### config.mk
export PLATFORM = sky130hd
export DESIGN_NAME = carctc_top
export DESIGN_NICKNAME = d
export VERILOG_FILES = /design/src/rtl/carctc_pkg.sv /design/src/rtl/carctc_top.sv
export SDC_FILE = /design/constraint.sdc
export NUM_CORES = 1
export LEC_CHECK = 0
export CAP_MARGIN = 25
export CORE_ASPECT_RATIO = 1.2
export CORE_MARGIN = 2
export CORE_UTILIZATION = 45
export CTS_CLUSTER_DIAMETER = 80
export CTS_CLUSTER_SIZE = 30
export DETAILED_ROUTE_END_ITERATION = 6
export DONT_BUFFER_PORTS = 1
export GPL_TIMING_DRIVEN = 0
export PLACE_DENSITY = 0.7
export SLEW_MARGIN = 20
export SYNTH_ARGS = -nofsm -noshare
export SYNTH_HDL_FRONTEND = slang
export SYNTH_SLANG_ARGS = --single-unit
### constraint.sdc
create_clock -name sys_clk -period 6.19 [get_ports sys_clk]
set_clock_uncertainty 0.05 [all_clocks]
set_input_delay 1.238 -clock sys_clk [delete_from_list [all_inputs] [get_ports sys_clk]]
set_output_delay 1.238 -clock sys_clk [all_outputs]
set_load 0.01 [all_outputs]
### src/rtl/carctc_pkg.sv
// package for the current adc result counter and threshold block
package carctc_pkg;
   localparam logic [31:0] ADDR_COUNT_LIMIT = 32'hffff_0548;
   localparam logic [31:0] ADDR_COUNT_VALUE = 32'hffff_054c;
   localparam logic [31:0] ADDR_THRESHOLD = 32'hffff_0550;
   localparam logic [31:0] ADDR_THR_LIMIT = 32'hffff_0554;
   localparam logic [31:0] ADDR_THR_VALUE = 32'hffff_0558;
   localparam logic [31:0] ADDR_CONFIG = 32'hffff_0600;
   localparam logic [31:0] ADDR_CHAN_CTRL = 32'hffff_0604;
   localparam logic [31:0] ADDR_MODE = 32'hffff_0608;
   localparam logic [31:0] ADDR_IRQ_STATUS = 32'hffff_060c;
   localparam logic [31:0] ADDR_IRQ_MASK = 32'hffff_0610;
   localparam logic [15:0] RST_COUNT_LIMIT = 16'h0001;
   localparam logic [15:0] RST_COUNT_VALUE = 16'h0000;
   localparam logic [15:0] RST_THRESHOLD = 16'h0000;
   localparam logic [7:0] RST_THR_LIMIT = 8'h01;
   localparam logic [7:0] RST_THR_VALUE = 8'h00;
   localparam int CFG_COUNT_EN = 0;
   localparam int CFG_CMP_EN = 1;
   localparam int CFG_CMP_CLEAR = 2;
   localparam int CFG_TWOS = 3;
   localparam int IRQ_CONV = 0;
   localparam int IRQ_THR = 1;
   typedef struct packed {
      logic [31:0] addr;
      logic [31:0] wdata;
      logic wr;
      logic rd;
   } carctc_bus_t;
   typedef struct packed {
      logic valid;
      logic [15:0] data;
   } carctc_result_t;
endpackage

### src/rtl/carctc_top.sv
// result counter and magnitude threshold logic for the current channel
// Notes on behaviour
// - a 16-bit writable limit sets how many conversions precede an interrupt.
// - the conversion count limit resets to one.
// - counting and its interrupt thinning work only while config bit 0 is set.
// - a 16-bit read-only count holds conversions done since last cleared.
// - when one more conversion would bring the count to the limit it clears to zero and counts on.
// - a write to the channel control or mode register clears the count.
// - a 16-bit writable threshold, reset zero, is compared to result magnitude.
// - unipolar compares bits 15..0, two's complement only bits 14..0.
// - an 8-bit count rises on results at or above threshold, else falls or clears.
// - the threshold status bit sets once the count equals the 8-bit limit.
// - the threshold count limit resets to one, the threshold count to zero.
// - config bits enable the comparator and pick decrement or clear.
`timescale 1ns/1ps
`default_nettype none
module carctc_top (
   input wire logic sys_clk,
   input wire logic sys_rst,
   input wire carctc_pkg::carctc_bus_t bus,
   output logic [31:0] rdata,
   input wire carctc_pkg::carctc_result_t result,
   output logic irq
);
   logic [15:0] count_limit;
   logic [15:0] count_value;
   logic [15:0] threshold;
   logic [7:0] thr_limit;
   logic [7:0] thr_value;
   logic [3:0] config_bits;
   logic [15:0] chan_ctrl;
   logic [15:0] mode_bits;
   logic [1:0] irq_status;
   logic [1:0] irq_mask;
   logic reconfig;
   logic conv_hit;
   logic thr_hit;
   logic above;
   logic [15:0] magnitude;
   logic [15:0] neg_data;
   logic [7:0] next_thr_value;

   assign reconfig = bus.wr && (bus.addr == carctc_pkg::ADDR_CHAN_CTRL ||
      bus.addr == carctc_pkg::ADDR_MODE);

   // software settings
   always_ff @(posedge sys_clk) begin
      if (sys_rst) begin
         count_limit <= carctc_pkg::RST_COUNT_LIMIT;
         threshold <= carctc_pkg::RST_THRESHOLD;
         thr_limit <= carctc_pkg::RST_THR_LIMIT;
         config_bits <= 4'h0;
         chan_ctrl <= 16'h0000;
         mode_bits <= 16'h0000;
         irq_mask <= 2'h0;
      end else if (bus.wr) begin
         unique case (bus.addr)
            carctc_pkg::ADDR_COUNT_LIMIT: begin
               count_limit <= bus.wdata[15:0];
            end
            carctc_pkg::ADDR_THRESHOLD: begin
               threshold <= bus.wdata[15:0];
            end
            carctc_pkg::ADDR_THR_LIMIT: begin
               thr_limit <= bus.wdata[7:0];
            end
            carctc_pkg::ADDR_CONFIG: begin
               config_bits <= bus.wdata[3:0];
            end
            carctc_pkg::ADDR_CHAN_CTRL: begin
               chan_ctrl <= bus.wdata[15:0];
            end
            carctc_pkg::ADDR_MODE: begin
               mode_bits <= bus.wdata[15:0];
            end
            carctc_pkg::ADDR_IRQ_MASK: begin
               irq_mask <= bus.wdata[1:0];
            end
            default: begin
            end
         endcase
      end
   end

   // conversion counter; reconfiguration outranks a coincident result
   assign conv_hit = result.valid && config_bits[carctc_pkg::CFG_COUNT_EN]
      && !reconfig && (count_value + 16'h0001 == count_limit);
   always_ff @(posedge sys_clk) begin
      if (sys_rst) begin
         count_value <= carctc_pkg::RST_COUNT_VALUE;
      end else if (reconfig) begin
         count_value <= 16'h0000;
      end else if (result.valid && config_bits[carctc_pkg::CFG_COUNT_EN]) begin
         if (conv_hit) begin
            count_value <= 16'h0000;
         end else begin
            count_value <= count_value + 16'h0001;
         end
      end
   end

   // magnitude of the result, sign dropped in two's complement coding
   assign neg_data = 16'h0000 - result.data;
   always_comb begin
      if (config_bits[carctc_pkg::CFG_TWOS]) begin
         magnitude = result.data[15] ? neg_data : result.data;
         // only 15 threshold bits take part; -32768 saturates high
         above = magnitude[15] ||
            ({1'b0, magnitude[14:0]} >= {1'b0, threshold[14:0]});
      end else begin
         magnitude = result.data;
         above = magnitude >= threshold;
      end
   end

   always_comb begin
      next_thr_value = thr_value;
      if (above) begin
         if (thr_value != 8'hff) begin
            next_thr_value = thr_value + 8'h01;
         end
      end else if (config_bits[carctc_pkg::CFG_CMP_CLEAR]) begin
         next_thr_value = 8'h00;
      end else if (thr_value != 8'h00) begin
         next_thr_value = thr_value - 8'h01;
      end
   end

   assign thr_hit = result.valid && config_bits[carctc_pkg::CFG_CMP_EN]
      && (next_thr_value == thr_limit);
   always_ff @(posedge sys_clk) begin
      if (sys_rst) begin
         thr_value <= carctc_pkg::RST_THR_VALUE;
      end else if (!config_bits[carctc_pkg::CFG_CMP_EN]) begin
         thr_value <= 8'h00;
      end else if (result.valid) begin
         thr_value <= next_thr_value;
      end
   end

   // sticky status, set wins over write-one clear
   logic [1:0] status_clear;
   assign status_clear = (bus.wr && bus.addr == carctc_pkg::ADDR_IRQ_STATUS)
      ? bus.wdata[1:0] : 2'h0;
   always_ff @(posedge sys_clk) begin
      if (sys_rst) begin
         irq_status <= 2'h0;
      end else begin
         // an event in the clearing cycle must not be lost
         irq_status <= (irq_status & ~status_clear)
            | {thr_hit, conv_hit};
      end
   end
   assign irq = |(irq_status & irq_mask);

   always_ff @(posedge sys_clk) begin
      if (sys_rst) begin
         rdata <= 32'h0000_0000;
      end else if (bus.rd) begin
         unique case (bus.addr)
            carctc_pkg::ADDR_COUNT_LIMIT: begin
               rdata <= {16'h0000, count_limit};
            end
            carctc_pkg::ADDR_COUNT_VALUE: begin
               rdata <= {16'h0000, count_value};
            end
            carctc_pkg::ADDR_THRESHOLD: begin
               rdata <= {16'h0000, threshold};
            end
            carctc_pkg::ADDR_THR_LIMIT: begin
               rdata <= {24'h00_0000, thr_limit};
            end
            carctc_pkg::ADDR_THR_VALUE: begin
               rdata <= {24'h00_0000, thr_value};
            end
            carctc_pkg::ADDR_CONFIG: begin
               rdata <= {28'h000_0000, config_bits};
            end
            carctc_pkg::ADDR_CHAN_CTRL: begin
               rdata <= {16'h0000, chan_ctrl};
            end
            carctc_pkg::ADDR_MODE: begin
               rdata <= {16'h0000, mode_bits};
            end
            carctc_pkg::ADDR_IRQ_STATUS: begin
               rdata <= {30'h0000_0000, irq_status};
            end
            carctc_pkg::ADDR_IRQ_MASK: begin
               rdata <= {30'h0000_0000, irq_mask};
            end
            default: begin
               rdata <= 32'h0000_0000;
            end
         endcase
      end else begin
         rdata <= 32'h0000_0000;
      end
   end

   a_count_reconfig: assert property (@(posedge sys_clk) disable iff (sys_rst)
      reconfig |=> count_value == 16'h0000)
      else $error("count not cleared by reconfiguration");
   a_count_wrap: assert property (@(posedge sys_clk) disable iff (sys_rst)
      conv_hit |=> count_value == 16'h0000 && irq_status[0])
      else $error("count did not wrap at limit");
   a_count_step: assert property (@(posedge sys_clk) disable iff (sys_rst)
      result.valid && config_bits[0] && !reconfig && !conv_hit
      |=> count_value == $past(count_value) + 16'h0001)
      else $error("count did not step by one");
   a_count_hold: assert property (@(posedge sys_clk) disable iff (sys_rst)
      !result.valid && !reconfig |=> $stable(count_value))
      else $error("count moved without a conversion");
   a_count_gate: assert property (@(posedge sys_clk) disable iff (sys_rst)
      !config_bits[0] |-> !conv_hit)
      else $error("count event while counting disabled");
   a_limit_reset: assert property (@(posedge sys_clk)
      $past(sys_rst) |-> count_limit == 16'h0001 && thr_limit == 8'h01
      && thr_value == 8'h00)
      else $error("reset values wrong");
   a_thr_rise: assert property (@(posedge sys_clk) disable iff (sys_rst)
      result.valid && config_bits[1] && above && thr_value != 8'hff
      |=> thr_value == $past(thr_value) + 8'h01)
      else $error("threshold count did not rise");
   a_thr_clear: assert property (@(posedge sys_clk) disable iff (sys_rst)
      result.valid && config_bits[1] && !above && config_bits[2]
      |=> thr_value == 8'h00)
      else $error("threshold count not cleared");
   a_thr_flag: assert property (@(posedge sys_clk) disable iff (sys_rst)
      thr_hit |=> irq_status[1] ##0 thr_value == thr_limit)
      else $error("threshold flag not set");
   a_twos_cmp: assert property (@(posedge sys_clk) disable iff (sys_rst)
      config_bits[3] && !result.data[15] && result.data[14:0] < threshold[14:0]
      |-> !above)
      else $error("two's complement compare wrong");

   // register writes land one cycle later
   a_limit_write: assert property (@(posedge sys_clk) disable iff (sys_rst)
      bus.wr && bus.addr == carctc_pkg::ADDR_COUNT_LIMIT
      |=> count_limit == $past(bus.wdata[15:0])) else $error("limit not written");

   a_thresh_write: assert property (@(posedge sys_clk) disable iff (sys_rst)
      bus.wr && bus.addr == carctc_pkg::ADDR_THRESHOLD
      |=> threshold == $past(bus.wdata[15:0])) else $error("threshold not written");

   a_tlimit_write: assert property (@(posedge sys_clk) disable iff (sys_rst)
      bus.wr && bus.addr == carctc_pkg::ADDR_THR_LIMIT
      |=> thr_limit == $past(bus.wdata[7:0])) else $error("tlimit not written");

   a_count_readonly: assert property (@(posedge sys_clk) disable iff (sys_rst)
      bus.wr && bus.addr == carctc_pkg::ADDR_COUNT_VALUE && !result.valid
      |=> $stable(count_value)) else $error("count changed by a write");

   a_count_off: assert property (@(posedge sys_clk) disable iff (sys_rst)
      !config_bits[carctc_pkg::CFG_COUNT_EN] && !reconfig
      |=> $stable(count_value)) else $error("count moved while disabled");

   a_wrap_quiet: assert property (@(posedge sys_clk) disable iff (sys_rst)
      !config_bits[carctc_pkg::CFG_COUNT_EN] && !irq_status[0]
      |=> !irq_status[0]) else $error("wrap flag while disabled");

   a_mode_clear: assert property (@(posedge sys_clk) disable iff (sys_rst)
      bus.wr && bus.addr == carctc_pkg::ADDR_MODE
      |=> count_value == 16'h0000) else $error("mode write kept count");

   a_ctrl_clear: assert property (@(posedge sys_clk) disable iff (sys_rst)
      bus.wr && bus.addr == carctc_pkg::ADDR_CHAN_CTRL
      |=> count_value == 16'h0000) else $error("control write kept count");

   a_wrap_flag: assert property (@(posedge sys_clk) disable iff (sys_rst)
      result.valid && config_bits[0] && !reconfig
      && count_value + 16'h0001 == count_limit
      |=> irq_status[0]) else $error("wrap did not flag");

   a_thr_fall: assert property (@(posedge sys_clk) disable iff (sys_rst)
      result.valid && config_bits[1] && !above && !config_bits[2]
      && thr_value != 8'h00 |=> thr_value == $past(thr_value) - 8'h01)
      else $error("threshold count did not fall");

   a_thr_floor: assert property (@(posedge sys_clk) disable iff (sys_rst)
      result.valid && config_bits[1] && !above && thr_value == 8'h00
      |=> thr_value == 8'h00) else $error("threshold count below zero");

   a_thr_ceiling: assert property (@(posedge sys_clk) disable iff (sys_rst)
      result.valid && config_bits[1] && above && thr_value == 8'hff
      |=> thr_value == 8'hff) else $error("threshold count wrapped");

   a_cmp_off: assert property (@(posedge sys_clk) disable iff (sys_rst)
      !config_bits[1] |=> thr_value == 8'h00)
      else $error("threshold count kept while disabled");

   a_thr_idle: assert property (@(posedge sys_clk) disable iff (sys_rst)
      config_bits[1] && !result.valid |=> $stable(thr_value))
      else $error("threshold count moved without a result");

   a_thr_quiet: assert property (@(posedge sys_clk) disable iff (sys_rst)
      !config_bits[1] && !irq_status[1] |=> !irq_status[1])
      else $error("threshold flag while disabled");

   a_uni_above: assert property (@(posedge sys_clk) disable iff (sys_rst)
      !config_bits[3] && result.data >= threshold |-> above)
      else $error("unipolar compare missed");

   a_uni_below: assert property (@(posedge sys_clk) disable iff (sys_rst)
      !config_bits[3] && result.data < threshold |-> !above)
      else $error("unipolar compare false hit");

   a_twos_above: assert property (@(posedge sys_clk) disable iff (sys_rst)
      config_bits[3] && !result.data[15]
      && result.data[14:0] >= threshold[14:0] |-> above)
      else $error("two's complement compare missed");

   a_twos_min: assert property (@(posedge sys_clk) disable iff (sys_rst)
      config_bits[3] && result.data == 16'h8000 |-> above)
      else $error("most negative result not above");

   a_irq_raise: assert property (@(posedge sys_clk) disable iff (sys_rst)
      irq_status[0] && irq_mask[0] |-> irq)
      else $error("unmasked wrap without interrupt");

   a_mask_gate: assert property (@(posedge sys_clk) disable iff (sys_rst)
      irq_mask == 2'h0 |-> !irq)
      else $error("interrupt while fully masked");

   a_status_clear: assert property (@(posedge sys_clk) disable iff (sys_rst)
      status_clear[0] && !conv_hit |=> !irq_status[0])
      else $error("wrap flag not cleared");

   a_status_sticky: assert property (@(posedge sys_clk) disable iff (sys_rst)
      irq_status[1] && !status_clear[1] |=> irq_status[1])
      else $error("threshold flag lost");

   a_rdata_idle: assert property (@(posedge sys_clk) disable iff (sys_rst)
      !bus.rd |=> rdata == 32'h0000_0000)
      else $error("read data without a read");

   a_limit_read: assert property (@(posedge sys_clk) disable iff (sys_rst)
      bus.rd && bus.addr == carctc_pkg::ADDR_COUNT_LIMIT
      |=> rdata == {16'h0000, $past(count_limit)}) else $error("limit read wrong");

   a_tcount_read: assert property (@(posedge sys_clk) disable iff (sys_rst)
      bus.rd && bus.addr == carctc_pkg::ADDR_THR_VALUE
      |=> rdata == {24'h00_0000, $past(thr_value)}) else $error("tcount read wrong");

   c_wrap: cover property (@(posedge sys_clk) disable iff (sys_rst) conv_hit);
   c_thr: cover property (@(posedge sys_clk) disable iff (sys_rst) thr_hit);
   c_irq: cover property (@(posedge sys_clk) disable iff (sys_rst) irq);
   c_reconf: cover property (@(posedge sys_clk) disable iff (sys_rst)
      reconfig && count_value != 16'h0000);
   c_twos_neg: cover property (@(posedge sys_clk) disable iff (sys_rst)
      config_bits[3] && result.valid && result.data[15] && above);
endmodule
`default_nettype wire

**Yosys cells after proc, flatten, opt, wreduce, memory -nomap -nowiden**

Index checks and enable logic that the tools add are counted.
Widths: inputs -> output; s select.

- Input bits: 85
- Logic and storage cells: 67
- Bits in registers: 136
- Output and inout port bits: 33

- Magnitude comparators: 2
- Add/subtract/negate cells: 4
- Bitwise gates (word level): 6
- Multiplexer cells: 9
- Reduce and logical (&&, ||, !) cells: 22
- Eq/ne operators: 13

Operator list:

| cell | count |
|---|---|
| $eq 32x32->1 const B | 10 |
| $pmux 16 s10 | 1 |
| $mux 16 | 2 |
| $mux 8 | 4 |
| $add 16x1->16 const B | 1 |
| $eq 16x16->1 | 1 |
| $ge 16x16->1 | 1 |
| $sub 1x16->16 const A | 1 |
| $ge 15x15->1 | 1 |
| $reduce_and 2->1 | 7 |
| $add 8x1->8 const B | 1 |
| $eq 8x8->1 | 1 |
| $ne 8x8->1 const B | 1 |
| $reduce_bool 8->1 | 1 |
| $reduce_or 2->1 | 4 |
| $sub 8x1->8 const B | 1 |
| $logic_and 1x1->1 | 7 |
| $and 2x2->2 | 2 |
| $logic_or 1x1->1 | 2 |
| $mux 2 | 1 |
| $not 1->1 | 2 |
| $not 2->2 | 1 |
| $or 2x2->2 | 1 |
| $logic_not 1->1 | 1 |
| $mux 1 | 1 |

**Depth between registers and ports, before layout**

- Depth in word-level cells: 9
- Gate-level depth with buffers: 17
- Mapped depth without buffers: 16

**Worst setup path before layout**

No wires, ideal clock.

- Kind: input-to-reg
- From: input result[5] (netlist name)
- To: register irq_status[1]
- Required time: 6080 ps
- Slack: 1123 ps
- Arrival time: 4957 ps
- Path buffers: 0
- Cell stages on the path: 14
- Setup time: 60 ps
- Cells stage by stage: or4_4 or3_1 o31ai_1 and2_1 xnor2_1 ha_1 a211o_1 o211ai_1 o2111ai_2 a211o_4 and2_1 or4_1 a2111oi_2 a32o_1

- Cells in the longest elaborated chain, start to end: 9
- Elaborated cells on any way between the ends: 10
- Classes of those cells: add/sub: 1; order compare: 2; eq/ne: 1; mux: 3; bitwise: 1; reduce/logical: 2

RTL lines:

| item | line | RTL |
|---|---|---|
| from (decl) | carctc_top.sv:22 | `input wire carctc_pkg::carctc_result_t result,` |
| $sub 1x16->16 | carctc_top.sv:103 | `assign neg_data = 16'h0000 - result.data;` |
| $mux 16 | carctc_top.sv:106 | `magnitude = result.data[15] ? neg_data : result.data;` |
| $ge 15x15->1 | carctc_top.sv:109 | `({1'b0, magnitude[14:0]} >= {1'b0, threshold[14:0]});` |
| $logic_or 1x1->1 | carctc_top.sv:108 | `above = magnitude[15] \|\|` |
| $mux 1 (*) | carctc_top.sv:105 | `if (config_bits[carctc_pkg::CFG_TWOS]) begin` |
| $mux 8 (*) | carctc_top.sv:118 | `if (above) begin` |
| $eq 8x8->1 (*) | carctc_top.sv:130 | `&& (next_thr_value == thr_limit);` |
| $logic_and 1x1->1 (*) | carctc_top.sv:130 |  |
| $or 2x2->2 (*) | carctc_top.sv:151 | `\| {thr_hit, conv_hit};` |
| to (signal assigned) | carctc_top.sv:150 | `irq_status <= (irq_status & ~status_clear)` |
| to (decl) | carctc_top.sv:33 | `logic [1:0] irq_status;` |

Every way passes the cells marked *; elsewhere a longest branch is shown, timed or not.
A chain may end at the register's enable or synchronous reset.

**Worst setup path after layout**

Same ends and word-level chain as after synthesis.

==> results_dict.tcl <==
set metrics [dict create \
    status "complete, no violations" \
    ys_warn_count 0 \
    drive_gt1_frac 0.0740 \
    cp-end-kind "flop" \
    via_per_inst 5.89 \
    synthCells 967 \
    postCtsSetupBuffers 0 \
    syn-cell-area_mm2 0.00745 \
    overflow 0 \
    die_x_um 121 \
    cpMaxStageDelayCell "or4_1" \
    h-tree-depth 4 \
    n_fill_cell 1592 \
    ys_seq_area_frac 0.322 \
    yosys.area.top_type_share 0.322 \
    layout.nets 1121 \
    pin_count 118 \
    grt_first_pass_wirelength_um 34800 \
    coreArea_mm2 0.0162 \
    whs_path_depth 2 \
    antenna_found_initial 0 \
    hold_buffers 0 \
    hp-class "flop to flop" \
    tightest_slew_ns 0.907 \
    rr_worst_depth 10 \
    finalHoldViolations 0 \
    ant_nets 0 \
    die_height_um 145 \
    clock_latency_ns 0.42 \
    remaining_drc_errors 0 \
    gp_congestion 0.922 \
    yosysTopAreaCell "dfxtp_1" \
    rows 51 \
    wl_um 22100 \
    drtIter0Drc 672 \
    drv_slew 0 \
    worst_setup_path_start_kind "primary input" \
    cp.required_ns 6.50 \
    syn_to_final_growth_pct 12.4 \
    setup-violations-final 0 \
    path_clk_slew_ns 0.05 \
    drt_pass1_iterations 6 \
    powerDensity_mw_per_mm2 228 \
    ys.flop_type "dfxtp_1" \
    slowest_delay_ns 0.57 \
    wl_per_cell_um 18.1 \
    cts_buffers 17 \
    cp_cell_sequence "or4_4, or3_1, o31ai_1, and2_1, xnor2_1, ha_1, a211o_1, o211ai_1, o2111ai_2, a211o_4, and2_1, or4_1, a2111oi_2, a32o_1" \
    cts_sinks 120 \
    grt_setup_unrepaired "no" \
    timing.slew.headroom 0.390 \
    synth_edf_count 0 \
    final_area_mm2 0.00838 \
    cts.path.max_buffers 2 \
    cts_tree "yes" \
    grt_max_degree 17 \
    grt_usage 0.249 \
    grt_pass1_vias 6772 \
    place_hpwl_um 16800 \
    placedInstanceArea_mm2 0.00778 \
    fmax_mhz 197 \
    cp.arrival_ns 5.39 \
    synth.ff_latch_count 120 \
    crit_top_cell "and2_1" \
    crit_type "primary input to flop" \
    vias 7219 \
    synth_cell_types 71 \
    min_period_over_period 0.820 \
    dieArea_mm2 0.0176 \
    vdd_ir_drop_max_uv 189 \
    ctsResizeCount 0 \
    num_antenna_cells 0 \
    tns_ns 0 \
    netlist_top_cells_area "dfxtp_1, nand2_1, a21oi_1, ha_1, xnor2_1" \
    p_leak_nw 2.84 \
    io_buffers 0 \
    maxCapViolCount 0 \
    syn_avg_cell_area_um2 7.71 \
    initial_core_util 0.460 \
    min_period_ns 5.07 \
    clock-root-buffer "clkbuf_16" \
    crit_fanout 6 \
    synthArstFlopShare 0 \
]
per-stage QoR:
stage	utilization	total power, mW	instances	hold slack, ns	worst slack, ns
detailed placement	0.480	0.894	1194	0.397	0.722
CTS	0.517	1.92	1226	0.404	1.13
floorplan	-	0.872	982	0.381	1.12
global placement	0.480	0.892	1194	0.387	0.729
global route	0.517	1.97	1226	0.415	0.880
finish	0.517	1.91	1226	0.402	1.12
where the power goes:
part | switching [mW] | internal [mW] | leakage [nW]
sequential | 0.0000000000734 | 0.773 | 0.966
combinational | 0.0630 | 0.0430 | 1.58
clock | 0.353 | 0.681 | 0.295
layer usage:
layer  GRT usage  up-vias  share of wire
met1       0.299     3401           0.41
met2       0.428      242           0.50
li1            -     3528              -
met5           0        -              0
met4      0.0925        0          0.025
met3      0.0605       48          0.063
Yosys cell counts (all sizes together) (13+ instances only):
master	count
nand4	24
nor2	45
nor3	13
and3	18
dfxtp	120
o21ai	32
nand2	186
a22oi	30
a21oi	93
ha	35
buf	30
nor4	17
a31oi	20
clkbuf	55
inv	26
nand3	29
xor2	16
xnor2	31
cell families (layout without fill, tap and decap cells):
family                     after synthesis  count (layout)  share of synthesized area
AOI/OAI and AO/OA                      242             242                      0.210
muxes                                   11              11                     0.0153
xor gates and xnor gates                47              47                     0.0552
and+or+nand+nor                        400             400                      0.271
DFF                                    120             120                      0.322
other                                    1              16                   0.000503
adders and majority gates               35              35                     0.0587
buffers and inverters                  111             143                     0.0663
placed cells by master, fill, tap and decap left out, drive strengths merged, types with 6 or more instances in the layout:
cell,synthesis,routed
or3,7,7
xor2,16,16
inv,26,26
a211oi,6,6
o21ai,32,32
nand2,186,186
buf,30,30
and2,7,7
a222oi,8,8
xnor2,31,31
and3,18,18
nand3,29,29
a21oi,93,93
or4,8,8
a22o,6,6
nor2,45,45
mux2i,8,8
nand2b,6,6
o31ai,6,6
nor4,17,17
nor3,13,13
clkbuf,55,78
and4,8,8
nand4,24,24
a31oi,20,20
dfxtp,120,120
nor2b,6,6
ha,35,35
conb,1,16
a22oi,30,30
o211ai,6,6
sequential cells by signal, summed over array words and instances (netlist names):
name,count
config_bits,4
rdata,16
threshold,16
count_limit,16
mode_bits,16
irq_status,2
thr_value,8
thr_limit,8
chan_ctrl,16
irq_mask,2
count_value,16
critical path, delay by kind of cell:
kind,cells,cell delay (ns)
compound gates,7,1.83
fa+ha+maj,1,0.26
simple gates,5,1.92
xor+xnor,1,0.12
cell type report:
cell class,count,area [µm²],share of cell area
multi-input combinational,751,4610,0.551
sequential,120,2400,0.287
clock buffer,23,458,0.0546
buffer,85,397,0.0473
tap,212,265,0.0316
clock inverter,9,148,0.0176
inverter,26,97.6,0.0116
path summary, 6_finish.rpt:
check	to	slack, ns	start
min reg2reg	mode_bits[7]$_SDFFE_PP0P_	0.40	mode_bits[7]$_SDFFE_PP0P_
min	mode_bits[7]$_SDFFE_PP0P_	0.40	mode_bits[7]$_SDFFE_PP0P_
max reg2reg	count_value[10]$_SDFFE_PP0P_	2.47	count_value[3]$_SDFFE_PP0P_
max	irq_status[1]$_SDFF_PP0_	1.12	result[5]
(Power assumes the default switching activity.)
